[src/irq_en_regs.vh]
`ifndef IRQ_EN_REGS_VH
`define IRQ_EN_REGS_VH
`define ADDR_SOFT_RESET 8'h14
`define ADDR_IRQ_EN0 8'h16
`define ADDR_IRQ_EN1 8'h17
`define ADDR_IRQ_EN2 8'h18
`define SOFT_RESET_KEY 8'hB6
`define IRQ_EN0_RESET 8'h00
`define IRQ_EN1_RESET 8'h00
`define IRQ_EN2_RESET 8'h00
`define IRQ_EN0_MASK 8'hF7
`define IRQ_EN1_MASK 8'h7F
`define IRQ_EN2_MASK 8'h0F
`define READ_UNMAPPED 8'h00
`define SOFT_RESET_DELAY 8'h10
`define SEL_BIT 3
`define DELAY_IDLE 8'h00
`define DELAY_STEP 8'h01
`define FLAGS_CLEAR 8'h00
`define SLO_FLAGS_CLEAR 3'h0
`define FLAT_BIT 7
`define ORIENT_BIT 6
`define S_TAP_BIT 5
`define D_TAP_BIT 4
`define RSV0_BIT 3
`define AXIS_Z_BIT 2
`define AXIS_Y_BIT 1
`define AXIS_X_BIT 0
`define RSV1_BIT 7
`define FWM_BIT 6
`define FFULL_BIT 5
`define DRDY_BIT 4
`define LOW_BIT 3
`define EV_FLAT 3
`define EV_ORIENT 2
`define EV_S_TAP 1
`define EV_D_TAP 0
`define EV_FWM 2
`define EV_FFULL 1
`define EV_DRDY 0
`endif

[src/irq_enable_regs.v]
`timescale 1ns/10ps
`default_nettype none
`include "irq_en_regs.vh"
module irq_enable_regs #(
  parameter RESET_DELAY = `SOFT_RESET_DELAY
) (
  // clock and reset
  input wire clk_in,
  input wire rst_in,
  // register port from the serial interface
  input wire wr_en_in,
  input wire rd_en_in,
  input wire [7:0] addr_in,
  input wire [7:0] wdata_in,
  output reg [7:0] rdata_out,
  // raw engine events
  input wire [3:0] ev_grp0_in,
  input wire [2:0] ev_slope_in,
  input wire [2:0] ev_fifo_in,
  input wire ev_low_in,
  input wire [2:0] ev_high_in,
  input wire [2:0] ev_slo_no_mot_in,
  // gated engine flags and configuration
  output reg [7:0] flags0_out,
  output reg [7:0] flags1_out,
  output reg [2:0] slo_no_mot_flags_out,
  output reg no_motion_sel_out,
  // soft reset request to the rest of the device
  output reg cfg_reset_out
);

  // address decode shared by the key, write and read paths
  function addr_match;
    input [7:0] addr;
    input [7:0] target;
    begin
      addr_match = (addr == target);
    end
  endfunction

  // register state
  reg [7:0] en0_r;
  reg [7:0] en1_r;
  reg [7:0] en2_r;
  reg pending_r;
  reg [7:0] delay_r;

  // decoded accesses and gated flag values
  wire key_hit;
  wire [7:0] delay_init;
  reg [7:0] flags0_nxt;
  reg [7:0] flags1_nxt;
  reg [2:0] slo_flags_nxt;

  // counter is 8 bits wide, so a delay above 255 is cut on purpose
  assign delay_init = RESET_DELAY[7:0];

  // no power-mode gating, so the key works in suspend too
  assign key_hit = wr_en_in && addr_match(addr_in, `ADDR_SOFT_RESET) &&
    (wdata_in == `SOFT_RESET_KEY);

  // delayed restore; the pulse also clears this bank
  always @(posedge clk_in)
  begin
    if (rst_in)
    begin
      pending_r <= 1'h0;
      delay_r <= `DELAY_IDLE;
      cfg_reset_out <= 1'h0;
    end
    else
    begin
      cfg_reset_out <= 1'h0;
      // a second key while counting is dropped, not restarted
      if (key_hit && !pending_r)
      begin
        pending_r <= 1'h1;
        delay_r <= delay_init;
      end
      else if (pending_r)
      begin
        if (delay_r == `DELAY_IDLE)
        begin
          pending_r <= 1'h0;
          cfg_reset_out <= 1'h1;
        end
        else
        begin
          delay_r <= delay_r - `DELAY_STEP;
        end
      end
    end
  end

  // enable registers; reserved bits are held at zero
  always @(posedge clk_in)
  begin
    if (rst_in || cfg_reset_out)
    begin
      en0_r <= `IRQ_EN0_RESET;
      en1_r <= `IRQ_EN1_RESET;
      en2_r <= `IRQ_EN2_RESET;
    end
    else if (wr_en_in)
    begin
      if (addr_match(addr_in, `ADDR_IRQ_EN0))
        en0_r <= wdata_in & `IRQ_EN0_MASK;
      else if (addr_match(addr_in, `ADDR_IRQ_EN1))
        en1_r <= wdata_in & `IRQ_EN1_MASK;
      else if (addr_match(addr_in, `ADDR_IRQ_EN2))
        en2_r <= wdata_in & `IRQ_EN2_MASK;
    end
  end

  // read mux; soft reset address reads zero
  always @(posedge clk_in)
  begin
    if (rst_in)
      rdata_out <= `READ_UNMAPPED;
    else if (rd_en_in)
    begin
      if (addr_match(addr_in, `ADDR_IRQ_EN0))
        rdata_out <= en0_r;
      else if (addr_match(addr_in, `ADDR_IRQ_EN1))
        rdata_out <= en1_r;
      else if (addr_match(addr_in, `ADDR_IRQ_EN2))
        rdata_out <= en2_r;
      else
        rdata_out <= `READ_UNMAPPED;
    end
  end

  // per-bit gating; reserved positions are forced low
  always @*
  begin
    flags0_nxt = `FLAGS_CLEAR;
    flags1_nxt = `FLAGS_CLEAR;
    slo_flags_nxt = `SLO_FLAGS_CLEAR;
    // group 0: feature engines and slope axes
    flags0_nxt[`FLAT_BIT] = ev_grp0_in[`EV_FLAT] & en0_r[`FLAT_BIT];
    flags0_nxt[`ORIENT_BIT] = ev_grp0_in[`EV_ORIENT] &
      en0_r[`ORIENT_BIT];
    flags0_nxt[`S_TAP_BIT] = ev_grp0_in[`EV_S_TAP] &
      en0_r[`S_TAP_BIT];
    flags0_nxt[`D_TAP_BIT] = ev_grp0_in[`EV_D_TAP] &
      en0_r[`D_TAP_BIT];
    flags0_nxt[`AXIS_Z_BIT] = ev_slope_in[`AXIS_Z_BIT] &
      en0_r[`AXIS_Z_BIT];
    flags0_nxt[`AXIS_Y_BIT] = ev_slope_in[`AXIS_Y_BIT] &
      en0_r[`AXIS_Y_BIT];
    flags0_nxt[`AXIS_X_BIT] = ev_slope_in[`AXIS_X_BIT] &
      en0_r[`AXIS_X_BIT];
    // group 1: fifo, data ready, low-g and high-g axes
    flags1_nxt[`FWM_BIT] = ev_fifo_in[`EV_FWM] & en1_r[`FWM_BIT];
    flags1_nxt[`FFULL_BIT] = ev_fifo_in[`EV_FFULL] & en1_r[`FFULL_BIT];
    flags1_nxt[`DRDY_BIT] = ev_fifo_in[`EV_DRDY] & en1_r[`DRDY_BIT];
    flags1_nxt[`LOW_BIT] = ev_low_in & en1_r[`LOW_BIT];
    flags1_nxt[`AXIS_Z_BIT] = ev_high_in[`AXIS_Z_BIT] &
      en1_r[`AXIS_Z_BIT];
    flags1_nxt[`AXIS_Y_BIT] = ev_high_in[`AXIS_Y_BIT] &
      en1_r[`AXIS_Y_BIT];
    flags1_nxt[`AXIS_X_BIT] = ev_high_in[`AXIS_X_BIT] &
      en1_r[`AXIS_X_BIT];
    // group 2: slow/no-motion axes
    slo_flags_nxt[`AXIS_Z_BIT] = ev_slo_no_mot_in[`AXIS_Z_BIT] &
      en2_r[`AXIS_Z_BIT];
    slo_flags_nxt[`AXIS_Y_BIT] = ev_slo_no_mot_in[`AXIS_Y_BIT] &
      en2_r[`AXIS_Y_BIT];
    slo_flags_nxt[`AXIS_X_BIT] = ev_slo_no_mot_in[`AXIS_X_BIT] &
      en2_r[`AXIS_X_BIT];
  end

  // gate engine events by their enables
  always @(posedge clk_in)
  begin
    if (rst_in)
    begin
      flags0_out <= `FLAGS_CLEAR;
      flags1_out <= `FLAGS_CLEAR;
      slo_no_mot_flags_out <= `SLO_FLAGS_CLEAR;
      no_motion_sel_out <= 1'h0;
    end
    else
    begin
      // levels, not sticky: a flag drops on the clock after its event does
      flags0_out <= flags0_nxt;
      flags1_out <= flags1_nxt;
      slo_no_mot_flags_out <= slo_flags_nxt;
      no_motion_sel_out <= en2_r[`SEL_BIT];
    end
  end

endmodule // irq_enable_regs
`default_nettype wire

[config.mk]
export PLATFORM = sky130hd
export DESIGN_NAME = irq_enable_regs
export DESIGN_NICKNAME = d
export VERILOG_FILES = /design/src/irq_enable_regs.v
export VERILOG_INCLUDE_DIRS = /design/src /design/src/src
export SDC_FILE = /design/constraint.sdc
export NUM_CORES = 1
export LEC_CHECK = 0
export BUFFER_PORTS_ARGS = -buffer_cell sky130_fd_sc_hd__buf_2
export CAP_MARGIN = 20
export CORE_MARGIN = 10
export CORE_UTILIZATION = 50
export CTS_BUF_LIST = sky130_fd_sc_hd__clkbuf_16
export CTS_CLUSTER_SIZE = 8
export DETAILED_ROUTE_END_ITERATION = 6
export GPL_TIMING_DRIVEN = 0
export PLACE_DENSITY = 0.82
export SETUP_SLACK_MARGIN = 0.1
export SYNTH_ARGS = -nofsm -noshare
export SYNTH_HDL_FRONTEND = slang
export SYNTH_SLANG_ARGS = --single-unit
[constraint.sdc]
create_clock -name clk_in -period 2.4 [get_ports clk_in]
set_clock_uncertainty 0.1 [all_clocks]
set_input_delay 0.36 -clock clk_in [delete_from_list [all_inputs] [get_ports clk_in]]
set_output_delay 0.36 -clock clk_in [all_outputs]
set_load 0.005 [all_outputs]
==> flow_summary.ini <==
[sta]
rsz0062_at_grt = no
setup_viol = 0
period_needed_ns = 1.85
fin_tns_setup_ns = 0
hold_viol = 0
fin_crit_sh_pct = 76.9
finalWorstSetupSlack_ns = 0.553
slew_violations = 0
fmax_ghz = 0.542

[floorplanning]
num_rows = 23
pin_count = 66
core_sq_um = 4060
die_x_um = 85.3
die_area_sq_um = 7280
dieHeight_um = 85.3
initial_core_util_pct = 52.5

[synthesis]
async_flop_share_pct = 0
synth_cells = 207
synth.top_cell.area_share_pct = 50.7
synth.distinct_cells = 40
syn_avg_cell_area_sq_um = 10.3
synth_flop_cell = dfxtp_1
synthesis.area_sq_um = 2130
synth_edf_count = 0
ys_warn_count = 0
ys_top_cells_by_area = dfxtp_1 51%, mux2i_1 9.4%, nor2_1 5.8%
ys_seq_elements = 54
synth_top_cell_by_area = dfxtp_1
ys_seq_area_share_pct = 50.7

[routing]
vias_per_cell = 5.13
vias = 1687
ant_nets = 0
drt_first_iter_violations = 78
drc_errors = 0
firstDrtPassIters = 4
route.detailed.wl_per_inst_um = 15.3
wirelength_mm = 5.02

[place]
dp_slack_ns = 0.543
globalplace.congestion = 0.814
io_buffers = 63
place_area_sq_um = 2510
dp_hpwl_mm = 3.90

[hold_path]
hp-start = rst_in
worstHoldEndpoint = cfg_reset_out
holdPathStages = 2
hold_path_class = in2reg

[worst_setup_path]
end_kind = flip-flop
crit_type = reg2reg
r2r_end = delay_r[4]
reg2regPathDepth = 6
max_stage_delay_ns = 0.48
cp_data_arrival_time_ns = 1.91
crit_fanout = 7
crit_required_ns = 2.46
path_delay_family = compound AO/OA/AOI/OAI gates
startpoint = delay_r[0]
path_cells = inv_1, ha_1, nor3b_2, a2111oi_1, xnor2_1, a21oi_1
worst_path_max_delay_cell = a2111oi_1
cp_num_buf_inv = 1
rrSetupSlack_ns = 0.55
critPathLaunchType = flip-flop
r2r-start = delay_r[0]

[flow_run]
max_cap_violations = 0

[clocking]
cts_tree = done
cts_max_level = 2
cts_resized = 0
numCtsBuffers = 5
cts_hold_buf = 0
post-cts-setup-buffers = 0
cts.sinks = 54
cts.reportedPaths.clkPinSlew_ns = 0.07
cts_buffer_depth = 2
ctsRootBufferMaster = clkbuf_16
worstSkewPairLatency_ns = 0.29

[grt]
grt.overflow.total = 0
grt_use_total_pct = 13.8
antenna_found_initial = 0
grt_max_degree = 17
grt_pass1_wl_mm = 8.09
grt_pass1_vias = 1703

[cells_and_area]
utilization_pct = 65.4
final_area_sq_um = 2660
layout_common_cells = 65 x buf_2, 54 x dfxtp_1, 33 x nor2_1
syn_to_final_growth_pct = 24.5
final_common_cell = buf_2
seqCellArea_sq_um = 1080
multi_input_comb_area_sq_um = 988
diodes = 0
nNetsFinal = 317
drive_gt1_share_pct = 31.9
n_fill_cell = 315

[outcome]
status = complete, no violations

[pwr]
peakVddDrop_uv = 323
powerDensity_nw_per_um2 = 637
power_uw = 1690
p_leak_uw = 0.00135
[where the power goes]
part	leakage, uW	internal [uW]	switching (uW)
combinational	0.000845	39.8	46.6
clock	0.0000672	382	321
sequential	0.000435	899	1.59
[per-stage QoR]
stage | hold WS, ns | cells
finish | 0.192 | 329
global route | 0.204 | 329
CTS | 0.192 | 329
detailed placement | 0.361 | 321
global placement | 0.357 | 321
floorplan | 0.332 | 208
[logic make-up after synthesis]
kind of cell / Yosys count / synth area share [%]
buffers and inverters: 13 / 3.11
adder cells (fa/ha/maj): 2 / 1.17
other: 1 / 0.176
XOR/XNOR: 5 / 2.05
AO/OA/AOI/OAI: 20 / 6.93
multiplexers: 26 / 12.6
AND/OR/NAND/NOR: 86 / 23.3
flip-flops: 54 / 50.7
[worst reg2reg max path: cells and delay by family, from the launching register on]
kind | cells | cell delay, ns
AOI/OAI and AO/OA | 2 | 0.56
DFF | 1 | 0.40
adders and majority gates | 1 | 0.21
and+or+nand+nor | 1 | 0.20
xor gates and xnor gates | 1 | 0.17
buffers and inverters | 1 | 0.08
[layout make-up]
cell class,instances,share of cell area [%]
clock inverters,3,0.613
flip-flops and latches,54,40.7
inverters,3,0.424
repair buffers,63,11.9
multi-input cells,141,37.2
clock buffers,5,4.71
plain buffers,10,2.07
well taps,50,2.36
[cell usage after synthesis, types with 2 or more instances]
library cell,instances
buf_4,2
dfxtp_1,54
nor2b_1,3
ha_1,2
nand4b_1,3
nor2_1,33
nor3b_1,3
mux2_2,6
a22oi_1,3
buf_2,2
xnor2_1,5
nand3_1,4
a211oi_1,5
and3_1,17
clkbuf_1,5
nand4_1,2
mux2i_1,20
nand2b_1,4
inv_1,3
nand2_1,4
a21oi_1,8
[metal layers]
metal  vias up  GRT usage [%]  part of all wire (%)
met4         0           4.94                   1.3
met2        54           22.1                    47
met1       766           16.3                    44
met3         6           5.45                   7.5
met5         -              0                     0
li1        861              -                     -
[flip-flops by register name (all words and copies together), names as in the netlist]
signal,count
rdata_out,8
no_motion_sel_out,1
delay_r,8
en2_r,4
cfg_reset_out,1
en0_r,7
flags1_out,7
flags0_out,7
slo_no_mot_flags_out,3
en1_r,7
pending_r,1
[worst max path at each step]
stage,endpoint,cells after the start
floorplan,delay_r[4],6
global placement,en1_r[0],5
detailed placement,en1_r[6],5
CTS,delay_r[4],6
global route,delay_r[4],6
finish,delay_r[4],6
Note: power is estimated with default switching activity, not from simulation.
